<file path="src/logic/mdd_pkg.sv">
// Shared constants, types and register map of the memory map and mode decoder
package mdd_pkg;

  // ************************************************************
  // Widths
  // ************************************************************
  localparam int unsigned MDD_AW = 12;
  localparam int unsigned MDD_DW = 32;
  localparam int unsigned MDD_JMP_W = 5;
  localparam int unsigned MDD_PORT_W = 4;

  // ************************************************************
  // Register offsets (byte addresses)
  // ************************************************************
  localparam logic [11:0] MDD_CTRL_OFS = 12'h000;
  localparam logic [11:0] MDD_STATUS_OFS = 12'h004;
  localparam logic [11:0] MDD_MAP_OFS = 12'h008;
  localparam logic [11:0] MDD_COUNT_OFS = 12'h00C;

  // ************************************************************
  // Field positions and reset values
  // ************************************************************
  localparam int unsigned MDD_CTRL_PORT_EN_BIT = 0;
  localparam int unsigned MDD_CTRL_RECAP_BIT = 1;
  localparam logic [1:0] MDD_CTRL_RESET = 2'h0;
  localparam int unsigned MDD_ST_ARCH_LSB = 0;
  localparam int unsigned MDD_ST_RUN_BIT = 4;
  localparam int unsigned MDD_ST_CAPT_BIT = 5;
  localparam int unsigned MDD_ST_JMP_LSB = 8;
  localparam int unsigned MDD_ST_PORT_LSB = 16;
  localparam logic [7:0] MDD_COUNT_RESET = 8'h00;
  localparam logic [31:0] MDD_ZERO_WORD = 32'h0000_0000;

  // ************************************************************
  // Levels and timing
  // ************************************************************
  // Slide switch level that selects run mode
  localparam logic MDD_SWITCH_RUN_LEVEL = 1'b1;
  // Final settle count; the settle state lasts one cycle more while the pin synchronisers fill after a reset event
  localparam logic [1:0] MDD_SETTLE_CYCLES = 2'h3;
  // Address bit 15 splits the overlapped space into halves
  localparam int unsigned MDD_HALF_BIT = 15;

  // ************************************************************
  // Types
  // ************************************************************
  typedef enum logic [2:0] {
    MDD_FLASH_CODE_ARCH = 3'b001,
    MDD_RAM_RESIDENT_ARCH = 3'b010,
    MDD_OVERLAPPED_MONITOR_ARCH = 3'b100
  } mdd_arch_t;

  typedef enum logic [2:0] {
    MDD_CAP_SETTLE = 3'b001,
    MDD_CAP_LATCH = 3'b010,
    MDD_CAP_HOLD = 3'b100
  } mdd_cap_state_t;

  typedef struct packed {
    logic [11:0] paddr;
    logic psel;
    logic penable;
    logic pwrite;
    logic [31:0] pwdata;
  } mdd_apb_req_t;

  typedef struct packed {
    logic [31:0] prdata;
    logic pready;
    logic pslverr;
  } mdd_apb_rsp_t;

  typedef struct packed {
    logic [15:0] addr;
    logic code_rd_n;
    logic data_rd_n;
    logic data_wr_n;
  } mdd_cpu_bus_t;

  typedef struct packed {
    logic flash_ce_n;
    logic ram_ce_n;
    logic mem_a16;
    logic mem_a15;
  } mdd_mem_sel_t;

endpackage

</file>
<file path="src/logic/mdd_decoder.sv">
// Memory map and operating mode decoder with an APB register port
//
// Operation
// RQ1 - No option jumper fitted selects the flash code architecture.
// RQ2 - Flash code: fetches go to 64K flash, data to separate 64K RAM.
// RQ3 - Only the top option jumper fitted selects the RAM resident architecture.
// RQ4 - RAM resident: flash unused; code in one 64K RAM half, data other.
// RQ5 - Option jumpers 0 and 1 fitted select the overlapped monitor architecture.
// RQ6 - Overlapped: 32K monitor plus 32K RAM form one shared 64K space.
// RQ7 - Overlapped program mode: monitor low half, RAM at 8000h to FFFFh.
// RQ8 - Overlapped run mode: halves swap, RAM low, monitor high.
// RQ9 - Run mode under flash code or RAM resident: program answers at address 0.
// RQ10 - Red indicator lit in program mode, dark once run mode entered.
// RQ11 - Green indicator lit whenever the board is in run mode.
// RQ12 - External access option and port driven option inputs are ignored; the code uses port inputs 0 and 1 once software sets the port enable bit.
// RQ13 - Slide switch sampled only at a reset event, held until the next; the code also resamples it on a software recapture.
// RQ14 - Unlisted option combinations decode as the flash code architecture.
`timescale 1ns/1ns
module mdd_decoder
  import mdd_pkg::*;
(
  input wire logic pclk,
  input wire logic presetn,
  input wire mdd_apb_req_t apb_req,
  output mdd_apb_rsp_t apb_rsp,
  input wire mdd_cpu_bus_t cpu_bus,
  input wire logic [4:0] option_jumper_inputs_n,
  input wire logic [3:0] port_driven_option_inputs,
  input wire logic mode_slide_switch,
  output mdd_mem_sel_t mem_sel,
  output logic led_red,
  output logic led_green
);

  // ************************************************************
  // Functions
  // ************************************************************

  // Turn fitted option positions into an architecture
  // Bit 0 is the top position, bit 1 the next one down
  function automatic mdd_arch_t decode_arch(input logic [1:0] fitted);
    mdd_arch_t arch;
    arch = MDD_FLASH_CODE_ARCH;
    case (fitted)
      2'b00: arch = MDD_FLASH_CODE_ARCH; // [RQ1]
      2'b01: arch = MDD_RAM_RESIDENT_ARCH; // [RQ3]
      2'b11: arch = MDD_OVERLAPPED_MONITOR_ARCH; // [RQ5]
      default: arch = MDD_FLASH_CODE_ARCH; // [RQ14]
    endcase
    return arch;
  endfunction

  // Steer one bus access to flash or RAM, with the physical bank bits
  // Chip selects are active low; both stay high when nothing is chosen
  function automatic mdd_mem_sel_t map_access(
    input mdd_arch_t arch,
    input logic run,
    input logic is_code,
    input logic [15:0] addr
  );
    mdd_mem_sel_t sel;
    logic upper;
    sel = '{flash_ce_n: 1'b1, ram_ce_n: 1'b1, mem_a16: 1'b0, mem_a15: addr[MDD_HALF_BIT]};
    upper = addr[MDD_HALF_BIT];
    case (arch)
      MDD_RAM_RESIDENT_ARCH: begin
        // Code in the low RAM half, data in the high half; address 0 is code
        sel.ram_ce_n = 1'b0; // [RQ4] [RQ9]
        sel.mem_a16 = !is_code; // [RQ4]
      end
      MDD_OVERLAPPED_MONITOR_ARCH: begin
        // Same map for code and data; run mode swaps the halves
        if (upper == run) begin
          sel.flash_ce_n = 1'b0; // [RQ6] [RQ7] [RQ8]
        end else begin
          sel.ram_ce_n = 1'b0; // [RQ6] [RQ7] [RQ8]
        end
        // Each 32K half lands at the bottom of its device
        sel.mem_a15 = 1'b0; // [RQ6]
      end
      default: begin
        // Flash code: fetches to flash, data to RAM, both from 0
        if (is_code) begin
          sel.flash_ce_n = 1'b0; // [RQ2] [RQ9]
        end else begin
          sel.ram_ce_n = 1'b0; // [RQ2]
        end
      end
    endcase
    return sel;
  endfunction

  // ************************************************************
  // Pin synchronisers
  // ************************************************************

  // Every jumper, port option and switch pin is asynchronous to pclk, so each passes four flip-flops
  logic [4:0] jumper_n_sync;
  logic [3:0] port_sync;
  logic switch_sync;

  // Jumper pins pull to ground when fitted, so they idle high
  mdd_pin_sync #(
    .WIDTH(5),
    .RESET_VALUE(5'h1F)
  ) u_jumper_sync (
    .pclk(pclk),
    .presetn(presetn),
    .pin(option_jumper_inputs_n),
    .level(jumper_n_sync)
  );

  // Port driven options idle low, so an unwired header reads as not fitted
  mdd_pin_sync #(
    .WIDTH(4),
    .RESET_VALUE(4'h0)
  ) u_port_sync (
    .pclk(pclk),
    .presetn(presetn),
    .pin(port_driven_option_inputs),
    .level(port_sync)
  );

  // Switch resets to program mode, the safe state for a blank flash
  mdd_pin_sync #(
    .WIDTH(1),
    .RESET_VALUE(1'b0)
  ) u_switch_sync (
    .pclk(pclk),
    .presetn(presetn),
    .pin(mode_slide_switch),
    .level(switch_sync)
  );

  // ************************************************************
  // Control register and option resolution
  // ************************************************************

  // Software options; both clear at every reset event
  logic port_opt_en;
  logic recapture;
  logic apb_write;
  logic apb_setup;
  logic [1:0] fitted;

  // Setup phase of a transfer; the access phase always finishes next cycle
  // A write lands only at the edge where the access phase sees pready
  assign apb_setup = apb_req.psel && !apb_req.penable;
  assign apb_write = apb_req.psel && apb_req.penable && apb_req.pwrite && apb_rsp.pready;

  // Control bits; the recapture bit is a one-cycle pulse and reads as zero
  // Writes to other offsets leave both bits alone
  always_ff @(posedge pclk or negedge presetn) begin
    if (!presetn) begin
      port_opt_en <= MDD_CTRL_RESET[MDD_CTRL_PORT_EN_BIT];
      recapture <= MDD_CTRL_RESET[MDD_CTRL_RECAP_BIT];
    end else begin
      recapture <= 1'b0;
      if (apb_write && apb_req.paddr == MDD_CTRL_OFS) begin
        port_opt_en <= apb_req.pwdata[MDD_CTRL_PORT_EN_BIT];
        recapture <= apb_req.pwdata[MDD_CTRL_RECAP_BIT];
      end
    end
  end

  // Only positions 0 and 1 count; position 4 and the port inputs are
  // dropped unless software opts the port inputs in for a custom build
  assign fitted = ~jumper_n_sync[1:0]
                | (port_opt_en ? port_sync[1:0] : 2'b00); // [RQ12]

  // ************************************************************
  // Reset event capture
  // ************************************************************

  // One-hot states keep the decode to a single bit per state
  mdd_cap_state_t cap_state;
  logic [1:0] settle_cnt;
  mdd_arch_t arch;
  logic run_mode;
  logic captured;
  logic [7:0] capture_count;

  // Wait for the synchronisers to fill, latch once, then hold.
  // The synchronisers show a settled pin only after their fourth edge,
  // so the count runs to the full settle figure before the latch state;
  // latching any sooner would read their reset levels instead of the pins.
  // The switch is never looked at in the hold state, so moving it does
  // nothing until the next reset event or a software recapture.
  always_ff @(posedge pclk or negedge presetn) begin
    if (!presetn) begin
      cap_state <= MDD_CAP_SETTLE;
      settle_cnt <= 2'h0;
    end else begin
      case (cap_state)
        MDD_CAP_SETTLE: begin
          settle_cnt <= settle_cnt + 2'h1;
          if (settle_cnt == MDD_SETTLE_CYCLES) begin
            cap_state <= MDD_CAP_LATCH;
          end
        end
        MDD_CAP_LATCH: begin
          cap_state <= MDD_CAP_HOLD;
        end
        MDD_CAP_HOLD: begin
          if (recapture) begin
            cap_state <= MDD_CAP_SETTLE; // [RQ13]
            settle_cnt <= 2'h0;
          end
        end
        default: begin
          cap_state <= MDD_CAP_SETTLE;
          settle_cnt <= 2'h0;
        end
      endcase
    end
  end

  // Mode and architecture, taken only in the latch state
  // Jumpers are read together with the switch, so both share one event
  always_ff @(posedge pclk or negedge presetn) begin
    if (!presetn) begin
      arch <= MDD_FLASH_CODE_ARCH;
      run_mode <= 1'b0;
    end else if (cap_state == MDD_CAP_LATCH) begin
      arch <= decode_arch(fitted);
      run_mode <= (switch_sync == MDD_SWITCH_RUN_LEVEL); // [RQ13]
    end
  end

  // Memory stays deselected until the first latch has happened
  // A recapture drops it again so no access is steered by a stale map
  always_ff @(posedge pclk or negedge presetn) begin
    if (!presetn) begin
      captured <= 1'b0;
    end else if (cap_state == MDD_CAP_LATCH) begin
      captured <= 1'b1;
    end else if (cap_state == MDD_CAP_SETTLE) begin
      captured <= 1'b0;
    end
  end

  // Latch events since the last reset, wrapping
  // Software can tell that a recapture happened without timing it
  always_ff @(posedge pclk or negedge presetn) begin
    if (!presetn) begin
      capture_count <= MDD_COUNT_RESET;
    end else if (cap_state == MDD_CAP_LATCH) begin
      capture_count <= capture_count + 8'h01;
    end
  end

  // ************************************************************
  // Memory selects and indicators
  // ************************************************************

  // The CPU bus shares pclk, so its strobes need no synchroniser
  logic access;
  logic is_code;
  mdd_mem_sel_t next_mem_sel;

  // A fetch wins over a data strobe if both are ever low together
  assign is_code = !cpu_bus.code_rd_n;
  assign access = is_code || !cpu_bus.data_rd_n || !cpu_bus.data_wr_n;

  // Decode each access; one register stage keeps outputs glitch free
  always_comb begin
    next_mem_sel = '{flash_ce_n: 1'b1, ram_ce_n: 1'b1, mem_a16: 1'b0, mem_a15: 1'b0};
    if (access && captured) begin
      next_mem_sel = map_access(arch, run_mode, is_code, cpu_bus.addr);
    end
  end

  // Selects idle high through reset so neither memory drives the bus
  always_ff @(posedge pclk or negedge presetn) begin
    if (!presetn) begin
      mem_sel <= '{flash_ce_n: 1'b1, ram_ce_n: 1'b1, mem_a16: 1'b0, mem_a15: 1'b0};
    end else begin
      mem_sel <= next_mem_sel;
    end
  end

  // Indicators follow the held mode, not the switch itself
  // The red and green lamps are always complementary
  always_ff @(posedge pclk or negedge presetn) begin
    if (!presetn) begin
      led_red <= 1'b1;
      led_green <= 1'b0;
    end else begin
      led_red <= !run_mode; // [RQ10]
      led_green <= run_mode; // [RQ11]
    end
  end

  // ************************************************************
  // APB read path
  // ************************************************************

  // Reads are decoded from the setup address, one cycle ahead
  logic [31:0] next_rdata;
  logic next_err;

  // Read mux; unmapped addresses answer zero with an error
  // Unused bits stay zero so software may mask loosely
  always_comb begin
    next_rdata = MDD_ZERO_WORD;
    next_err = 1'b0;
    case (apb_req.paddr)
      MDD_CTRL_OFS: begin
        next_rdata[MDD_CTRL_PORT_EN_BIT] = port_opt_en;
      end
      MDD_STATUS_OFS: begin
        next_rdata[MDD_ST_ARCH_LSB +: 3] = arch;
        next_rdata[MDD_ST_RUN_BIT] = run_mode;
        next_rdata[MDD_ST_CAPT_BIT] = captured;
        next_rdata[MDD_ST_JMP_LSB +: 5] = ~jumper_n_sync;
        next_rdata[MDD_ST_PORT_LSB +: 4] = port_sync;
      end
      MDD_MAP_OFS: begin
        next_rdata[3:0] = mem_sel;
      end
      MDD_COUNT_OFS: begin
        next_rdata[7:0] = capture_count;
      end
      default: begin
        next_err = 1'b1;
      end
    endcase
  end

  // Response is built in the setup cycle and shown for the access cycle
  // Zero wait states: pready rises for exactly one access cycle
  always_ff @(posedge pclk or negedge presetn) begin
    if (!presetn) begin
      apb_rsp <= '{prdata: MDD_ZERO_WORD, pready: 1'b0, pslverr: 1'b0};
    end else if (apb_setup) begin
      apb_rsp.prdata <= apb_req.pwrite ? MDD_ZERO_WORD : next_rdata;
      apb_rsp.pready <= 1'b1;
      apb_rsp.pslverr <= next_err;
    end else begin
      apb_rsp <= '{prdata: MDD_ZERO_WORD, pready: 1'b0, pslverr: 1'b0};
    end
  end

endmodule

</file>
<file path="src/logic/mdd_pin_sync.sv">
// Three-stage pin synchroniser that accepts a change once stages two and three agree
`timescale 1ns/1ns
module mdd_pin_sync
  import mdd_pkg::*;
#(
  parameter int unsigned WIDTH = 1,
  parameter logic [WIDTH-1:0] RESET_VALUE = '0
) (
  input wire logic pclk,
  input wire logic presetn,
  input wire logic [WIDTH-1:0] pin,
  output logic [WIDTH-1:0] level
);

  logic [WIDTH-1:0] stage1;
  logic [WIDTH-1:0] stage2;
  logic [WIDTH-1:0] stage3;

  // Shift chain; stage1 feeds only stage2
  always_ff @(posedge pclk or negedge presetn) begin
    if (!presetn) begin
      stage1 <= RESET_VALUE;
      stage2 <= RESET_VALUE;
      stage3 <= RESET_VALUE;
    end else begin
      stage1 <= pin;
      stage2 <= stage1;
      stage3 <= stage2;
    end
  end

  // Per bit, take the new value only when two settled stages agree
  always_ff @(posedge pclk or negedge presetn) begin
    if (!presetn) begin
      level <= RESET_VALUE;
    end else begin
      level <= (stage2 & stage3) | (level & (stage2 | stage3));
    end
  end

endmodule

</file>
<file path="config.mk">
export PLATFORM = sky130hd
export DESIGN_NAME = mdd_decoder
export DESIGN_NICKNAME = d
export VERILOG_FILES = /design/src/logic/mdd_pkg.sv /design/src/logic/mdd_decoder.sv /design/src/logic/mdd_pin_sync.sv
export SDC_FILE = /design/constraint.sdc
export NUM_CORES = 1
export LEC_CHECK = 0
export BUFFER_PORTS_ARGS = -buffer_cell sky130_fd_sc_hd__buf_4
export CAP_MARGIN = 20
export CORE_AREA = 2 2 98 100
export DETAILED_ROUTE_END_ITERATION = 7
export DIE_AREA = 0 0 100 102
export GPL_TIMING_DRIVEN = 0
export SETUP_SLACK_MARGIN = 0.05
export SLEW_MARGIN = 20
export SYNTH_ARGS = -nofsm -noshare
export SYNTH_HDL_FRONTEND = slang
export SYNTH_HIERARCHICAL = 1
export SYNTH_SLANG_ARGS = --single-unit
</file>
<file path="constraint.sdc">
create_clock -name pclk -period 1.9 [get_ports pclk]
set_input_delay 0.095 -clock pclk [delete_from_list [all_inputs] [get_ports pclk]]
set_output_delay 0.095 -clock pclk [all_outputs]
set_load 0.005 [all_outputs]
</file>
==> Word-level counts from Yosys, hierarchy flattened <==
Cells that the tools add are included.
{ "classes": {"mux": 29, "n_reduce_logical": 18, "bitwise_logic": 16, "eq_ne": 14, "n_addsub": 2} }
{ "ops": {"columns": ["operator", "count"], "rows": [
  ["== test 12 x 4 -> 1 bit, second input constant", 2],
  ["2-to-1 mux 22 bit", 1],
  ["2-to-1 mux 20 bit", 1],
  ["== test 12 x 3 -> 1 bit, second input constant", 1],
  ["zero test 12 bit", 1],
  ["one-hot mux 2 bit (3 select lines)", 2],
  ["AND 5 bit", 2],
  ["2-to-1 mux 1 bit", 10],
  ["bitwise OR 5 bit", 2],
  ["one-hot mux 3 bit (3 select lines)", 1],
  ["adder 8 x 1 -> 8 bit, second input constant", 1],
  ["AND 4 bit", 2],
  ["2-to-1 mux 4 bit", 2],
  ["bitwise OR 4 bit", 2],
  ["== test 3 x 2 -> 1 bit, second input constant", 2],
  ["== test 3 bit, second input constant", 2],
  ["logical AND 1 bit", 6],
  ["2-to-1 mux 2 bit", 3],
  ["2-to-1 mux 3 bit", 2],
  ["one-hot mux 1 bit (2 select lines)", 3],
  ["one-hot mux 3 bit (2 select lines)", 1],
  ["zero test 1 bit", 5],
  ["2-to-1 mux 5 bit", 1],
  ["NOT 5 bit", 1],
  ["17 further kinds", 23]
]} }
{ "word_totals": {"elab_cells": 108, "ff_bits": 100, "in_bits": 78} }

==> Longest topological paths before layout <==
{ "logic_depth": {"ltp_word": 5, "depth_mapped": 4, "ltp_nobuf": 4} }

==> Modules after synthesis <==
Netlist, hierarchy kept.
{ "by_module_without_submodules": {"columns": ["module", "seq_area_each_um2", "area_each_um2", "instances", "cells_per_inst"], "rows": [
  ["mdd_decoder", 1132.3, 2004.4, 1, 168],
  ["mdd_pin_sync (u_jumper_sync)", 525.5, 581.8, 1, 25],
  ["mdd_pin_sync (u_port_sync)", 400.4, 445.4, 1, 20],
  ["mdd_pin_sync (u_switch_sync)", 100.1, 111.4, 1, 5]
]} }

==> Worst setup path after synthesis <==
Ideal clock, no wire load.
{ "synth_timing": {"kind": "register to register", "start": "register cap_state[2]", "end": "register capture_count[6]", "path_stages_with_launch": 5, "setup_ns": 0.123, "slack_ns": 0.389, "arrival_ns": 1.388, "path_cell_list": "dfrtp_1 -> or3b_1 -> buf_6 -> or3_4 -> xnor2_2"} }
{ "synth_between": {"elab_chain_cells": 1} }
{ "synth_lines": {"columns": ["element", "line_no", "rtl"], "rows": [
  ["start: declaration", "mdd_decoder.sv:176", "mdd_cap_state_t cap_state;"],
  ["start signal: assignment", "mdd_decoder.sv:191", "cap_state <= MDD_CAP_SETTLE;"],
  ["start signal: assignment", "mdd_decoder.sv:198", "cap_state <= MDD_CAP_LATCH;"],
  ["start signal: assignment", "mdd_decoder.sv:202", "cap_state <= MDD_CAP_HOLD;"],
  ["== test 3 x 2 -> 1 bit", "mdd_decoder.sv:247", "end else if (cap_state == MDD_CAP_LATCH) begin"],
  ["end signal: assignment", "mdd_decoder.sv:248", "capture_count <= capture_count + 8'h01;"],
  ["end: declaration", "mdd_decoder.sv:181", "logic [7:0] capture_count;"]
]} }
Every way passes these cells.
A chain may end at the register's enable or synchronous reset.

==> Final worst setup path <==
Ends and elaborated chain as after synthesis.

==> results.toml <==
[clock_tree]
insertion_delay_ps = 350
cts_setup_buffers = 0
path_clk_slew_ps = 90
cts_tree = "done"
cts_sinks = 85
cts_buffer_depth = 2
cts_root_buf = "clkbuf_8"
h-tree-depth = 3
cts_resized = 0
cts_buffers = 9

[grt]
grt_usage_pct = 12.09
grt_first_pass_wirelength_mm = 9.384
grt_max_degree = 86
antenna_found_initial = 0
grt_pass1_vias = 1943
overflow = 0

[yosys]
yosysWarnings = 6
synthAdderAreaFrac_pct = 4.379
synth.distinct_cells = 43
ys_seq_area_share_pct = 68.67
synth_simple_gate_area_share_pct = 12.74
synth.area.top_cells = "dfrtp_1 (48%), dfstp_2 (21%), buf_4 (3.6%)"
synth_xor_xnor_area_share_pct = 2.468
synth_compound_area_share_pct = 3.304
synthFlopType = "dfrtp_1"
async_flop_share_pct = 100.0
syn_inst = 218
synth.cell_area_sq_mm = 0.003143
synth_seq_cells = 85
synth_mux_area_share_pct = 3.105
synth_top_family_by_area = "simple AND/OR/NAND/NOR gates"
yosysTopAreaCell = "dfrtp_1"
avgSynthCellArea_sq_um = 14.42
synth_edf_count = 0
netlist.area_leader.share_pct = 47.77

[routing]
drt_iter0_drc = 47
wl_per_cell_um = 13.33
routed_wl_mm = 5.720
firstDrtPassIters = 4
drc = 0
ant_nets = 0
vias_per_cell = 4.573
via_count = 1962

[sta]
setup_tns_ps = 0
max_freq_mhz = 641.9
setup_viol = 0
max-slew-margin-rel_pct = 50.92
drv_slew = 0
final_hold_viol_count = 0
hold_slack_ps = 16.44
rsz0062_at_grt = "no"
fin_skew_ps = 10.77
tightestPinTransition_ps = 736.2
period_minus_slack_ps = 1558
fin_crit_sh_pct = 81.99

[power]
clock_power_share_pct = 31.8
sw_frac_of_total_pct = 26.29
ir_worst_vdd_v = 0.0004733
combPwrFrac_pct = 13.9
power_frac_seq_pct = 54.3
intPower_w = 0.003002
leakage_nw = 1.884
finalPower_w = 0.004072
power_density_mw_per_mm2 = 993.5
p_sw_w = 0.001071

[run_status]
status = "completed"

[finish]
fill_cells = 852
syn_to_final_growth_pct = 30.41
final_cell_mix = "buf_4 (70), dfrtp_1 (60), dfstp_2 (25)"
drive_above_1_share_pct = 44.03
final_common_cell = "buf_4"
num_antenna_cells = 0
final_net_count = 393
layout.cells.non_filler = 429

[floorplan]
start_util_pct = 34.51
die_h_um = 102
core.rowCount = 35
core_area_sq_mm = 0.009109
top_level_ports = 118
die_w_um = 100
die_area_sq_mm = 0.01020

[setup_path]
cp-start-kind = "flip-flop"
worstSetupPathType = "flip-flop to flip-flop"
crit_arrival_ps = 1800
critPathMaxFanout = 7
end_kind = "flip-flop"
required_ps = 2140

[place]
gp_congestion = 0.7595
numPortBuffers = 56
place_hpwl_mm = 3.932
post-place-cells = 399

[job]
cap_violations = 0

[min_path]
min_path_type = "input pin to flip-flop"
-- per-layer routing --
| layer | vias to the layer above | share of wire (%) | global-route usage, % |
|---|---|---|---|
| met4 | 0 | 1.3 | 4.320 |
| met1 | 977 | 43 | 15.02 |
| met2 | 64 | 50 | 19.65 |
| met5 | - | 0 | 0 |
| met3 | 7 | 5.9 | 4.378 |
| li1 | 914 | - | - |
-- cell usage after synthesis (all sizes together), types with 2 or more instances --
library cell	instances
dfstp	25
o21ai	2
nor4	2
nor3	9
mux2	4
nor2	9
or3b	3
and2	4
buf	19
and3	2
inv	7
nor2b	3
nand4	7
a22o	2
nand2	9
xnor2	7
maj3	10
ha	2
a22oi	2
a21oi	3
nor3b	8
dfrtp	60
nand3	2
mux2i	3
nor4bb	3
-- what timing repair did --
action	in CTS	in global routing
setup endpoints to repair	0	0
hold buffers	14	0
endpoints found under the hold margin	73	0
-- worst max-delay path, stage by stage, from the launching register on --
cell     delay, ps
dfrtp_1        430
or3b_1         380
buf_6          150
or3_4          370
xnor2_2        130
-- power by group through the flow --
stage	combinational (W)	sequential, W	clock, W
after floorplan	0.000353	0.00220	0
after global placement	0.000527	0.00224	0
after detailed placement	0.000548	0.00225	0
after CTS	0.000575	0.00222	0.00135
after global routing	0.000629	0.00225	0.00143
final	0.000564	0.00221	0.00130
-- cell families (layout without fill, tap and decap cells) --
logic type               count (synthesis)  count (layout)
flip-flops                              85              85
AND/OR/NAND/NOR                         64              64
buffers and inverters                   26             112
AO/OA/AOI/OAI                           14              14
adder cells (fa/ha/maj)                 12              12
XOR/XNOR                                 8               8
multiplexers                             8               8
other                                    1              15
-- layout make-up --
class / instances / area, sq um / share of cell area [%]
sequential: 85 / 2158 / 52.66
multi-input combinational: 121 / 873.3 / 21.31
timing repair buffer: 70 / 564.3 / 13.77
tap: 111 / 138.9 / 3.388
buffer: 19 / 137.6 / 3.358
clock buffer: 9 / 123.9 / 3.022
clock inverter: 7 / 76.32 / 1.862
inverter: 7 / 26.28 / 0.6410
-- sequential cells by signal (all words and copies together) (netlist names), 2 cells and up --
signal                cells
apb_rsp                  19
u_port_sync/stage3        4
u_port_sync/stage1        4
u_jumper_sync/stage3      5
u_port_sync/stage2        4
u_port_sync/level         4
cap_state                 3
settle_cnt                2
capture_count             8
u_jumper_sync/stage2      5
u_jumper_sync/level       5
mem_sel                   4
arch                      3
u_jumper_sync/stage1      5
-- path summary, 6_finish.rpt --
kind,startpoint,to,slack [ps],depth (start not counted)
worst min register to register,u_jumper_sync/stage1[0],u_jumper_sync/stage2[0],340,0
worst max-delay path,cap_state[2],capture_count[6],340,4
worst max register to register,cap_state[2],capture_count[6],340,4
worst min-delay path,cpu_bus[18],mem_sel[0],20,2
min in group asynchronous,presetn,apb_rsp[12],350,2
max in group asynchronous,presetn,captured,1060,2
-- per-stage QoR --
stage,utilization [%],setup WS [ps],instance area (sq um)
6_report,45.00,342.2,4099
5_1_grt,45.00,253.4,4099
4_1_cts,44.96,333.2,4095
3_5_place_dp,41.22,345.9,3755
3_3_place_gp,41.22,352.8,3755
2_1_floorplan,-,388.6,3196
Note: power is estimated with default switching activity, not from simulation.
